[config.mk]
export PLATFORM = sky130hd
export DESIGN_NAME = prc_top
export DESIGN_NICKNAME = d
export VERILOG_FILES = /design/src/hdl/prc_top.v /design/src/hdl/prc_clk_switch.v
export VERILOG_INCLUDE_DIRS = /design/src /design/src/hdl
export SDC_FILE = /design/constraint.sdc
export NUM_CORES = 1
export LEC_CHECK = 0
export ABC_AREA = 1
export CELL_PAD_IN_SITES_DETAIL_PLACEMENT = 1
export CELL_PAD_IN_SITES_GLOBAL_PLACEMENT = 1
export CORE_MARGIN = 1
export CORE_UTILIZATION = 48
export DETAILED_ROUTE_END_ITERATION = 8
export DONT_BUFFER_PORTS = 1
export MAX_ROUTING_LAYER = met4
export PLACE_DENSITY_LB_ADDON = 0.1
export REMOVE_ABC_BUFFERS = 1
export SLEW_MARGIN = 40
export SYNTH_ARGS = -nofsm -noshare
export SYNTH_HDL_FRONTEND = slang
export SYNTH_SLANG_ARGS = --single-unit
[constraint.sdc]
create_clock -name clock_i -period 2.7 [get_ports clock_i]
set_input_delay 0.27 -clock clock_i [delete_from_list [all_inputs] [get_ports clock_i]]
set_output_delay 0.27 -clock clock_i [all_outputs]
set_load 0.005 [all_outputs]
[src/hdl/prc_defines.vh]
// register map, field layout, reset values and encodings of the reset and clock select slice
`ifndef PRC_DEFINES_VH
`define PRC_DEFINES_VH

// register byte offsets
`define PRC_OFS_RESET_CTRL    8'h28
`define PRC_OFS_PLL_DIV       8'h2c
`define PRC_OFS_CLK_SEL       8'h30
`define PRC_ADDR_W            8

// reset values and writable bit masks
`define PRC_RESET_VALUE       32'h0000_0000
`define PRC_MASK_RESET_CTRL   32'h007e_404b
`define PRC_MASK_PLL_DIV      32'h0000_000f
`define PRC_MASK_CLK_SEL      32'hf800_f0f3

// peripheral reset control fields
`define PRC_RST_DMA0_BIT      0
`define PRC_RST_DMA1_BIT      1
`define PRC_RST_DMA_REQUEST_MUX_BIT    3
`define PRC_RST_CHECKSUM_BIT  6
`define PRC_RST_FLEXCOMM_BIT  14
`define PRC_RST_PORT_LSB      17
`define PRC_RST_PORT_MSB      22
`define PRC_PORT_COUNT        6

// pll input divider field
`define PRC_PLLDIV_MSB        3
`define PRC_PLLDIV_LSB        0
`define PRC_PLLDIV_W          4

// clock select fields
`define PRC_ADC_CLOCK_PRESCALER_MSB        31
`define PRC_ADC_CLOCK_PRESCALER_LSB        27
`define PRC_ADC_CLOCK_PRESCALER_W          5
`define PRC_ADC_DIV_W         6
`define PRC_ADC_DIV_OFFSET    6'h02
`define PRC_CAN1_MSB          15
`define PRC_CAN1_LSB          14
`define PRC_CAN0_MSB          13
`define PRC_CAN0_LSB          12
`define PRC_SER2_MSB          7
`define PRC_SER2_LSB          6
`define PRC_SER1_MSB          5
`define PRC_SER1_LSB          4
`define PRC_SER0_MSB          1
`define PRC_SER0_LSB          0

// source clock indices after synchronisation
`define PRC_SRC_COUNT         5
`define PRC_SRC_HXTAL         0
`define PRC_SRC_APB2          1
`define PRC_SRC_IRC8M         2
`define PRC_SRC_LXTAL         3
`define PRC_SRC_SYS           4

// kernel clock switch phases
`define PRC_SW_RUN            2'h0
`define PRC_SW_DRAIN          2'h1
`define PRC_SW_ARM            2'h2

`endif

[src/hdl/prc_top.v]
// peripheral reset control, pll input divider, adc prescaler and kernel clock selection
//
// Function
// - GPIO ports A..F held in reset while bits 17..22 are one.
// - Flexible communication module held in reset while bit 14 is one.
// - Checksum unit held in reset while bit 6 is one.
// - DMA request multiplexer held in reset while bit 3 is one.
// - DMA engine zero reset by bit 0, engine one by bit 1.
// - Crystal clock to PLL divided by 4-bit field bits 3:0 plus one.
// - ADC clock is AHB clock divided by field bits 31:27 plus two.
// - CAN1 clock from bits 15:14: crystal, APB2, APB2/2, internal 8 MHz.
// - CAN0 clock from bits 13:12 with the CAN1 encoding.
// - Serial2 clock from bits 7:6: crystal, system, low-speed crystal, internal.
// - Serial1 clock from bits 5:4 with the serial2 encoding.
// - Serial0 clock from bits 1:0 with the serial2 encoding.
// - Byte, half-word and word accesses are accepted.
// - Reset control register at offset 0x28, all zero after reset.
`timescale 1ns/1ps
`include "prc_defines.vh"

module prc_top #(
  parameter ADDR_W = `PRC_ADDR_W
) (
  // clock and reset (clock_i is the ahb bus clock)
  input  wire                        clock_i,
  input  wire                        arst_n_i,
  // register port
  input  wire                        reg_wr_i,
  input  wire                        reg_rd_i,
  input  wire [ADDR_W-1:0]           reg_addr_i,
  input  wire [3:0]                  reg_be_i,
  input  wire [31:0]                 reg_wdata_i,
  output reg  [31:0]                 reg_rdata_o,
  // source clocks from outside the domain
  input  wire                        high_speed_crystal_clock_i,
  input  wire                        second_apb_clock_i,
  input  wire                        internal_8mhz_osc_clock_i,
  input  wire                        low_speed_crystal_clock_i,
  input  wire                        system_clock_i,
  // peripheral reset holds
  output reg  [`PRC_PORT_COUNT-1:0]  port_hold_reset_o,
  output reg                         flex_comm_hold_reset_o,
  output reg                         checksum_unit_hold_reset_o,
  output reg                         dma_request_mux_hold_reset_o,
  output reg                         dma_engine_zero_hold_reset_o,
  output reg                         dma_engine_one_hold_reset_o,
  // derived clocks
  output reg                         pll_ref_clock_o,
  output reg                         adc_kernel_clock_o,
  output wire                        can_one_kernel_clock_o,
  output wire                        can_zero_kernel_clock_o,
  output wire                        serial_two_kernel_clock_o,
  output wire                        serial_one_kernel_clock_o,
  output wire                        serial_zero_kernel_clock_o
);

  // register storage
  reg  [31:0]                 rst_ctrl_q;
  reg  [31:0]                 pll_div_q;
  reg  [31:0]                 clk_sel_q;
  // source clock sampling
  wire [`PRC_SRC_COUNT-1:0]   src_raw;
  reg  [`PRC_SRC_COUNT-1:0]   src_s1_q;
  reg  [`PRC_SRC_COUNT-1:0]   src_s2_q;
  reg  [`PRC_SRC_COUNT-1:0]   src_s3_q;
  reg  [`PRC_SRC_COUNT-1:0]   src_lvl_q;
  reg  [`PRC_SRC_COUNT-1:0]   src_prev_q;
  reg                         apb2_half_q;
  // dividers
  reg  [`PRC_PLLDIV_W-1:0]    pll_cnt_q;
  wire [`PRC_PLLDIV_W-1:0]    pll_last;
  wire [`PRC_PLLDIV_W-1:0]    pll_half;
  reg  [`PRC_ADC_DIV_W-1:0]   adc_cnt_q;
  wire [`PRC_ADC_DIV_W-1:0]   adc_div;
  // switch inputs
  wire [3:0]                  can_src;
  wire [3:0]                  ser_src;

  // word match on the aligned offset; byte lanes are chosen by reg_be_i
  function hit;
    input [ADDR_W-1:0] addr;
    input [ADDR_W-1:0] offset;
    begin
      hit = (addr[ADDR_W-1:2] == offset[ADDR_W-1:2]);
    end
  endfunction

  // merge enabled byte lanes, reserved bits stay at their reset value
  function [31:0] merge;
    input [31:0] old;
    input [31:0] wdata;
    input [3:0]  be;
    input [31:0] mask;
    integer      i;
    reg   [31:0] tmp;
    begin
      tmp = old;
      for (i = 0; i < 4; i = i + 1) begin
        if (be[i]) begin
          tmp[i*8 +: 8] = wdata[i*8 +: 8];
        end
      end
      merge = tmp & mask;
    end
  endfunction

  // register writes with byte, half-word or word lanes
  always @(posedge clock_i or negedge arst_n_i) begin
    if (!arst_n_i) begin
      rst_ctrl_q <= `PRC_RESET_VALUE;
      pll_div_q  <= `PRC_RESET_VALUE;
      clk_sel_q  <= `PRC_RESET_VALUE;
    end else if (reg_wr_i) begin
      if (hit(reg_addr_i, `PRC_OFS_RESET_CTRL)) begin
        rst_ctrl_q <= merge(rst_ctrl_q, reg_wdata_i, reg_be_i, `PRC_MASK_RESET_CTRL);
      end
      if (hit(reg_addr_i, `PRC_OFS_PLL_DIV)) begin
        pll_div_q <= merge(pll_div_q, reg_wdata_i, reg_be_i, `PRC_MASK_PLL_DIV);
      end
      if (hit(reg_addr_i, `PRC_OFS_CLK_SEL)) begin
        clk_sel_q <= merge(clk_sel_q, reg_wdata_i, reg_be_i, `PRC_MASK_CLK_SEL);
      end
    end
  end

  // read data, one cycle after the strobe; unmapped offsets read zero
  always @(posedge clock_i or negedge arst_n_i) begin
    if (!arst_n_i) begin
      reg_rdata_o <= 32'h0000_0000;
    end else if (reg_rd_i) begin
      if (hit(reg_addr_i, `PRC_OFS_RESET_CTRL)) begin
        reg_rdata_o <= rst_ctrl_q;
      end else if (hit(reg_addr_i, `PRC_OFS_PLL_DIV)) begin
        reg_rdata_o <= pll_div_q;
      end else if (hit(reg_addr_i, `PRC_OFS_CLK_SEL)) begin
        reg_rdata_o <= clk_sel_q;
      end else begin
        reg_rdata_o <= 32'h0000_0000;
      end
    end
  end

  // reset holds follow their control bits one cycle after the write
  always @(posedge clock_i or negedge arst_n_i) begin
    if (!arst_n_i) begin
      port_hold_reset_o            <= {`PRC_PORT_COUNT{1'b0}};
      flex_comm_hold_reset_o       <= 1'b0;
      checksum_unit_hold_reset_o   <= 1'b0;
      dma_request_mux_hold_reset_o <= 1'b0;
      dma_engine_zero_hold_reset_o <= 1'b0;
      dma_engine_one_hold_reset_o  <= 1'b0;
    end else begin
      port_hold_reset_o            <= rst_ctrl_q[`PRC_RST_PORT_MSB:`PRC_RST_PORT_LSB];
      flex_comm_hold_reset_o       <= rst_ctrl_q[`PRC_RST_FLEXCOMM_BIT];
      checksum_unit_hold_reset_o   <= rst_ctrl_q[`PRC_RST_CHECKSUM_BIT];
      dma_request_mux_hold_reset_o <= rst_ctrl_q[`PRC_RST_DMA_REQUEST_MUX_BIT];
      dma_engine_zero_hold_reset_o <= rst_ctrl_q[`PRC_RST_DMA0_BIT];
      dma_engine_one_hold_reset_o  <= rst_ctrl_q[`PRC_RST_DMA1_BIT];
    end
  end

  assign src_raw[`PRC_SRC_HXTAL] = high_speed_crystal_clock_i;
  assign src_raw[`PRC_SRC_APB2]  = second_apb_clock_i;
  assign src_raw[`PRC_SRC_IRC8M] = internal_8mhz_osc_clock_i;
  assign src_raw[`PRC_SRC_LXTAL] = low_speed_crystal_clock_i;
  assign src_raw[`PRC_SRC_SYS]   = system_clock_i;

  // three-stage sampling; a level counts only once stages two and three agree,
  // so sources must run at no more than a quarter of the bus clock to be reproduced faithfully
  genvar g;
  generate
    for (g = 0; g < `PRC_SRC_COUNT; g = g + 1) begin : g_sync
      always @(posedge clock_i or negedge arst_n_i) begin
        if (!arst_n_i) begin
          src_s1_q[g]   <= 1'b0;
          src_s2_q[g]   <= 1'b0;
          src_s3_q[g]   <= 1'b0;
          src_lvl_q[g]  <= 1'b0;
          src_prev_q[g] <= 1'b0;
        end else begin
          src_s1_q[g]   <= src_raw[g];
          src_s2_q[g]   <= src_s1_q[g];
          src_s3_q[g]   <= src_s2_q[g];
          src_prev_q[g] <= src_lvl_q[g];
          if (src_s2_q[g] == src_s3_q[g]) begin
            src_lvl_q[g] <= src_s3_q[g];
          end
        end
      end
    end
  endgenerate

  // apb2 halved by toggling on each sampled rising edge
  always @(posedge clock_i or negedge arst_n_i) begin
    if (!arst_n_i) begin
      apb2_half_q <= 1'b0;
    end else if (src_lvl_q[`PRC_SRC_APB2] && !src_prev_q[`PRC_SRC_APB2]) begin
      apb2_half_q <= ~apb2_half_q;
    end
  end

  // pll reference: crystal divided by field plus one, counted on crystal rising edges
  assign pll_last = pll_div_q[`PRC_PLLDIV_MSB:`PRC_PLLDIV_LSB];
  assign pll_half = (pll_last >> 1);

  always @(posedge clock_i or negedge arst_n_i) begin
    if (!arst_n_i) begin
      pll_cnt_q       <= {`PRC_PLLDIV_W{1'b0}};
      pll_ref_clock_o <= 1'b0;
    end else begin
      if (src_lvl_q[`PRC_SRC_HXTAL] && !src_prev_q[`PRC_SRC_HXTAL]) begin
        pll_cnt_q <= (pll_cnt_q >= pll_last) ? {`PRC_PLLDIV_W{1'b0}} : pll_cnt_q + 1'b1;
      end
      if (pll_last == {`PRC_PLLDIV_W{1'b0}}) begin
        pll_ref_clock_o <= src_lvl_q[`PRC_SRC_HXTAL]; // undivided
      end else begin
        pll_ref_clock_o <= (pll_cnt_q <= pll_half);
      end
    end
  end

  // adc clock: bus clock divided by prescaler plus two, high for the first half
  assign adc_div = {1'b0, clk_sel_q[`PRC_ADC_CLOCK_PRESCALER_MSB:`PRC_ADC_CLOCK_PRESCALER_LSB]} + `PRC_ADC_DIV_OFFSET;

  always @(posedge clock_i or negedge arst_n_i) begin
    if (!arst_n_i) begin
      adc_cnt_q          <= {`PRC_ADC_DIV_W{1'b0}};
      adc_kernel_clock_o <= 1'b0;
    end else begin
      adc_cnt_q          <= (adc_cnt_q >= adc_div - 1'b1) ? {`PRC_ADC_DIV_W{1'b0}} : adc_cnt_q + 1'b1;
      adc_kernel_clock_o <= (adc_cnt_q < (adc_div >> 1));
    end
  end

  // source sets in select-code order
  assign can_src = {src_lvl_q[`PRC_SRC_IRC8M], apb2_half_q,
                    src_lvl_q[`PRC_SRC_APB2], src_lvl_q[`PRC_SRC_HXTAL]};
  assign ser_src = {src_lvl_q[`PRC_SRC_IRC8M], src_lvl_q[`PRC_SRC_LXTAL],
                    src_lvl_q[`PRC_SRC_SYS], src_lvl_q[`PRC_SRC_HXTAL]};

  // one switch per CAN and serial kernel clock; each switch output is a flip-flop
  prc_clk_switch u_can_one (
    .clock_i  (clock_i),
    .arst_n_i (arst_n_i),
    .sel_i    (clk_sel_q[`PRC_CAN1_MSB:`PRC_CAN1_LSB]),
    .src_i    (can_src),
    .clk_o    (can_one_kernel_clock_o)
  );

  prc_clk_switch u_can_zero (
    .clock_i  (clock_i),
    .arst_n_i (arst_n_i),
    .sel_i    (clk_sel_q[`PRC_CAN0_MSB:`PRC_CAN0_LSB]),
    .src_i    (can_src),
    .clk_o    (can_zero_kernel_clock_o)
  );

  prc_clk_switch u_ser_two (
    .clock_i  (clock_i),
    .arst_n_i (arst_n_i),
    .sel_i    (clk_sel_q[`PRC_SER2_MSB:`PRC_SER2_LSB]),
    .src_i    (ser_src),
    .clk_o    (serial_two_kernel_clock_o)
  );

  prc_clk_switch u_ser_one (
    .clock_i  (clock_i),
    .arst_n_i (arst_n_i),
    .sel_i    (clk_sel_q[`PRC_SER1_MSB:`PRC_SER1_LSB]),
    .src_i    (ser_src),
    .clk_o    (serial_one_kernel_clock_o)
  );

  prc_clk_switch u_ser_zero (
    .clock_i  (clock_i),
    .arst_n_i (arst_n_i),
    .sel_i    (clk_sel_q[`PRC_SER0_MSB:`PRC_SER0_LSB]),
    .src_i    (ser_src),
    .clk_o    (serial_zero_kernel_clock_o)
  );

endmodule // prc_top

[src/hdl/prc_clk_switch.v]
// glitch-free four-way kernel clock switch on sampled clock levels
`timescale 1ns/1ps
`include "prc_defines.vh"

module prc_clk_switch (
  // clock and reset
  input  wire       clock_i,
  input  wire       arst_n_i,
  // selection and sampled sources
  input  wire [1:0] sel_i,
  input  wire [3:0] src_i,
  // switched kernel clock
  output reg        clk_o
);

  localparam SW_RUN   = `PRC_SW_RUN;
  localparam SW_DRAIN = `PRC_SW_DRAIN;
  localparam SW_ARM   = `PRC_SW_ARM;

  reg [1:0] state_q;
  reg [1:0] cur_q;

  // the old source is only left on its low phase, the new one only joined on its low
  // phase, so no high pulse is ever cut short or stretched into a runt
  always @(posedge clock_i or negedge arst_n_i) begin
    if (!arst_n_i) begin
      state_q <= SW_RUN;
      cur_q   <= 2'h0;
      clk_o   <= 1'b0;
    end else begin
      case (state_q)
        SW_RUN: begin
          clk_o <= src_i[cur_q];
          if (sel_i != cur_q) begin
            state_q <= SW_DRAIN;
          end
        end
        SW_DRAIN: begin
          if (!src_i[cur_q]) begin
            clk_o   <= 1'b0;
            cur_q   <= sel_i;
            state_q <= SW_ARM;
          end else begin
            clk_o <= src_i[cur_q]; // finish the running high phase
          end
        end
        SW_ARM: begin
          clk_o <= 1'b0;
          if (!src_i[cur_q]) begin
            state_q <= SW_RUN;
          end
        end
        default: begin
          state_q <= SW_RUN;
          clk_o   <= 1'b0;
        end
      endcase
    end
  end

endmodule // prc_clk_switch

# [Yosys cells after proc, flatten, opt, wreduce, memory -nomap -nowiden]
# Cells that the tools add are included.
# Widths: inputs -> output; s select.
[classes] bitwise=6 n_lt_le_gt_ge=9 addsub=4 n_mux=46 n_reduce_logical=27 n_eq_ne=38
[ops] cell="$mux 32" n=3
[ops] cell="$reduce_and 3->1" n=12
[ops] cell="$mux 2" n=15
[ops] cell="$pmux 2 s3" n=5
[ops] cell="$ne 2x2->1 const B" n=10
[ops] cell="$eq 6x4->1 const B" n=3
[ops] cell="$lt 2x3->1 const B" n=5
[ops] cell="$mux 1" n=11
[ops] cell="$bmux 1 s2" n=5
[ops] cell="$eq 2x1->1 const B" n=5
[ops] cell="$eq 2x2->1 const B" n=5
[ops] cell="$logic_not 2->1" n=5
[ops] cell="$ne 2x1->1 const B" n=5
[ops] cell="$ne 2x2->1" n=5
[ops] cell="$pmux 1 s2" n=5
[ops] cell="$reduce_and 2->1" n=5
[ops] cell="$add 5x2->6 const B" n=1
[ops] cell="$add 6x1->6 const B" n=1
[ops] cell="$ge 6x6->1" n=1
[ops] cell="$lt 6x5->1" n=1
[ops] cell="$mux 6" n=1
[ops] cell="$not 1->1" n=6
[ops] cell="$sub 6x1->6 const B" n=1
[ops] cell="$eq 1x1->1" n=5
[ops] cell="other kinds (7)" n=9
[word_totals] ff_bits=133 wordCells=186 in_bits=53

# [Longest topological paths before layout]
[depth] word_depth=4 mapped_depth=12

# [Hierarchy]
# From an unflattened synthesis, not the netlist that was laid out.
[unflattened] cells_unflattened=608 hier_area_um2=5695.5
[modules_own_cells] mod="prc_top" n_inst=1 cells_per_inst=423 area_per_inst_um2=4256.6 seq_area_each_um2=2477.4
[modules_own_cells] mod="prc_clk_switch" n_inst=5 cells_per_inst=37 area_per_inst_um2=287.8 seq_area_each_um2=125.1

# [Worst setup path before layout]
# No wires, ideal clock.
[synth_timing] path_kind="reg2reg" startpoint="reg clk_sel_q[28]" endpoint="reg adc_cnt_q[5]" stages_incl_launch_ff=11 t_required_ns=2.575 setup_slack_ns=0.705 path_buffers=0 t_arrival_ns=1.870 setup_ns=0.125 path_cell_list="dfrtp_1 ha_1 xnor2_1 nand3_1 xnor2_1 ha_1 nand2_1 nor2_1 o21ai_0 nand3_1 nor2_1"
[synth_between] elab_chain_cells=4
[synth_lines] element="start: declaration" line="prc_top.v:60" rtl="reg [31:0] clk_sel_q;"
[synth_lines] element="start signal: assignment" line="prc_top.v:112" rtl="clk_sel_q <= `PRC_RESET_VALUE;"
[synth_lines] element="start signal: assignment" line="prc_top.v:121" rtl="clk_sel_q <= merge(clk_sel_q, reg_wdata_i, reg_be_i, `PRC_MASK_CLK_SEL);"
[synth_lines] element="$add 5x2->6 (no source line)"
[synth_lines] element="$sub 6x1->6" line="prc_top.v:230" rtl="adc_cnt_q <= (adc_cnt_q >= adc_div - 1'b1) ? {`PRC_ADC_DIV_W{1'b0}} : adc_cnt_q + 1'b1;"
[synth_lines] element="$ge 6x6->1" line="prc_top.v:230"
[synth_lines] element="$mux 6" line="prc_top.v:230"
[synth_lines] element="end signal: assignment" line="prc_top.v:227" rtl="adc_cnt_q <= {`PRC_ADC_DIV_W{1'b0}};"
[synth_lines] element="end signal: assignment" line="prc_top.v:230"
[synth_lines] element="end: declaration" line="prc_top.v:73" rtl="reg [`PRC_ADC_DIV_W-1:0] adc_cnt_q;"
# No other way between the ends.
# A chain may end at the register's enable or synchronous reset.

# [Worst setup path in the final report]
# Same ends and word-level chain as after synthesis.

==> run_results.csv <==
group,metric,value,unit
status,status,"finished with violations",
status,failed_checks,"hold timing",
finish,diodes,0,
pwr,p_per_area,981,nW/um^2
die,rows,38,
clocking,cts.sinks,124,
critical_path,worstSetupStartpointType,"register",
detailed_routing,via_per_inst,5.29,
grt,grt_remaining_overflow,0,
logic_synthesis,synthSimpleGateAreaFrac,0.190,
pwr,vdd_drop_max,627,uV
flow_run,cap_viol_max_count,0,
die,die_h,108,um
logic_synthesis,yosysUniqueCellTypes,29,
critical_path,slowest_delay,0.48,ns
logic_synthesis,synth.avg_cell_area,9.42,um^2
grt,antenna_found_initial,0,
die,start_util,0.496,
timing,clock_skew,0.0110,ns
timing,max_freq,0.426,GHz
detailed_routing,ant_nets,0,
place,dpl_cell_area,5530,um^2
die,die_w,108,um
timing,whs,-0.453,ns
grt,grt_start_max_net_pins,125,
timing,report.final.hold_viol_count,124,
logic_synthesis,yosysWarnings,0,
pwr,p_total,6.29,mW
critical_path,path_buf_inv,0,
timing,period_share,0.870,
finish,layout-drive-gt1-share,0.0721,
clocking,cts_buffers,17,
place,io_buffers,0,
finish,syn_to_final_growth,18.2,%
critical_path,slowest_stage,"dfrtp_1",
finish,nFillCells,1207,
timing,fin_tns_setup,0,ns
detailed_routing,drc,0,
critical_path,cp.arrival,2.64,ns
die,core_area,10900,um^2
critical_path,path_class,"register to register",
detailed_routing,drt_iter0_drc,180,
logic_synthesis,synth.mux.area_fraction,0,
finish,final_nets,687,
clocking,clk_latency,0.42,ns
logic_synthesis,yosys.area_share.adder,0.0577,
clocking,clkTransAtPathRegs,0.06,ns
logic_synthesis,ys_seq_area_frac,0.572,
die,die_area,11700,um^2
critical_path,crit_family,"simple AND/OR/NAND/NOR gates",
place,hpwlAfterDp,8.37,mm
detailed_routing,wl_per_cell,17.2,um
clocking,root_buffer,"clkbuf_16",
logic_synthesis,yosys-top-cells-area,"dfrtp_1 57%, nand2_1 11%, o21ai_0 4.9%, ha_1 4.8%, inv_1 3.9%",
critical_path,critical_path_required,2.99,ns
logic_synthesis,netlist_area,5430,um^2
critical_path,path_cells,"ha_1 -> xnor2_2 -> nand3_1 -> xnor2_1 -> ha_1 -> nand2_1 -> nor2_1 -> o21ai_0 -> nand3_1 -> nor2_1",
detailed_routing,dr.pass1.iters,4,
clocking,max-clock-path-buffers,2,
grt,gr-usage-all-layers,0.255,
clocking,cts_tree,"built",
clocking,cts_setup_buffers,0,
logic_synthesis,synth_compound_area_frac,0.0923,
timing,period_needed,2.35,ns
clocking,htree_levels,4,
logic_synthesis,synth_top_area_frac,0.572,
critical_path,endpoint_kind,"register",
pwr,power_leakage,3.17,nW
logic_synthesis,synth-xor-area-share,0.0274,
logic_synthesis,syn_inst,576,
logic_synthesis,ys_seq_elements,124,
place,gp_congestion,0.805,
logic_synthesis,synth_top_family_by_area,"simple AND/OR/NAND/NOR gates",
grt,grt_pass1_vias,4292,
finish,design_area,6410,um^2
logic_synthesis,synth_area_leader_cell,"dfrtp_1",
timing,grt_setup_unrepaired,"false",
detailed_routing,routed_wl,13.1,mm
die,io_pins,103,
detailed_routing,vias,4038,
timing,setup_violations,0,
grt,grt_pass1_wl,21.6,mm
clocking,ctsHoldBuffers,26,
critical_path,critPathMaxFanout,8,
timing,drv_slew,0,
hold_path,holdCritPathClass,"input port to asynchronous set/reset pin",
[final timing paths]
check	start	to	slack, ns	depth (start not counted)
max in group asynchronous	arst_n_i	ser_src[2]	3.02	0
min in group clock_i	reg_wdata_i[2]	pll_div_q[2]	0.02	2
hold / removal	arst_n_i	reg_rdata_o[31]	-0.45	0
setup reg to reg	clk_sel_q[28]	adc_cnt_q[5]	0.35	10
hold reg to reg	src_s1_q[0]	src_s2_q[0]	0.35	0
setup / recovery	clk_sel_q[28]	adc_cnt_q[5]	0.35	10
[metal layers]
layer,up-vias,share of wire,track usage
li1,1915,-,-
met5,-,0,-
met1,2034,0.43,0.301
met4,0,0.014,0.0888
met2,69,0.51,0.418
met3,20,0.043,0.0741
[sequential cells by signal (all words and copies together), names as in the netlist, 3 cells and up]
name,flops
src_s3_q,5
can_src,3
pll_div_q,4
src_s2_q,5
pll_cnt_q,4
rst_ctrl_q,11
clk_sel_q,15
src_s1_q,5
port_hold_reset_o,6
reg_rdata_o,23
adc_cnt_q,6
[power breakdown]
group	internal [mW]	switching [mW]
registers	2.23	0.363
clock network	1.60	0.790
logic	0.525	0.778
[synth_stat cells, drive strengths merged]
cell type,n
a21boi,2
a21oi,11
buf,12
clkbuf,5
clkinv,1
conb,1
dfrtp,124
ha,21
inv,56
maj3,5
nand2,164
nand3,36
nand4,4
nor2,40
nor3,1
nor4,1
o21ai,59
o21bai,1
o31ai,14
or2,1
xnor2,8
xor2,9
[cells by family (layout without fill, tap and decap cells)]
logic type / after synthesis / count (layout)
buffers and inverters: 74 / 114
adder cells (fa/ha/maj): 26 / 26
AND/OR/NAND/NOR: 247 / 247
flip-flops: 124 / 124
AO/OA/AOI/OAI: 87 / 87
XOR/XNOR: 17 / 17
other: 1 / 9
[final cells by class]
class,instances,area [um^2],share of cell area
timing repair buffer,27,268,0.0418
inverter,57,214,0.0334
multi-input combinational,386,2040,0.318
clock inverter,8,140,0.0219
sequential,124,3100,0.484
clock buffer,22,474,0.0740
tap,140,175,0.0273
[metrics by stage]
stage                util  instances  setup WS (ns)
detailed placement  0.505        708          0.281
global route        0.586        764         0.0738
floorplan               -        567          0.705
CTS                 0.585        764          0.244
global placement    0.505        708          0.499
finish              0.586        764          0.351
[cell usage in the layout (no fill, tap or decap), types with 2 or more instances in the layout]
cell type      instances
nor2_4                 2
dfrtp_1              124
xnor2_1                7
o21ai_0               53
conb_1                 9
nand3_1               34
a21boi_0               2
inv_1                 56
clkinv_2               4
xor2_1                 9
clkbuf_8               3
nor2_2                 2
ha_1                  21
nand4_1                4
maj3_1                 5
dlygate4sd3_1         26
a21oi_1               11
clkbuf_16             17
nor2_1                36
o31ai_1               14
nand2_1              163
clkbuf_1               2
o21ai_2                6
nand3_2                2
bufinv_16              4
[what timing repair did]
item | CTS | global route
gates resized for setup | 0 | 1
setup endpoints to repair | 0 | 6
endpoints found under the hold margin | 155 | 124
Note: power is estimated with default switching activity, not from simulation.
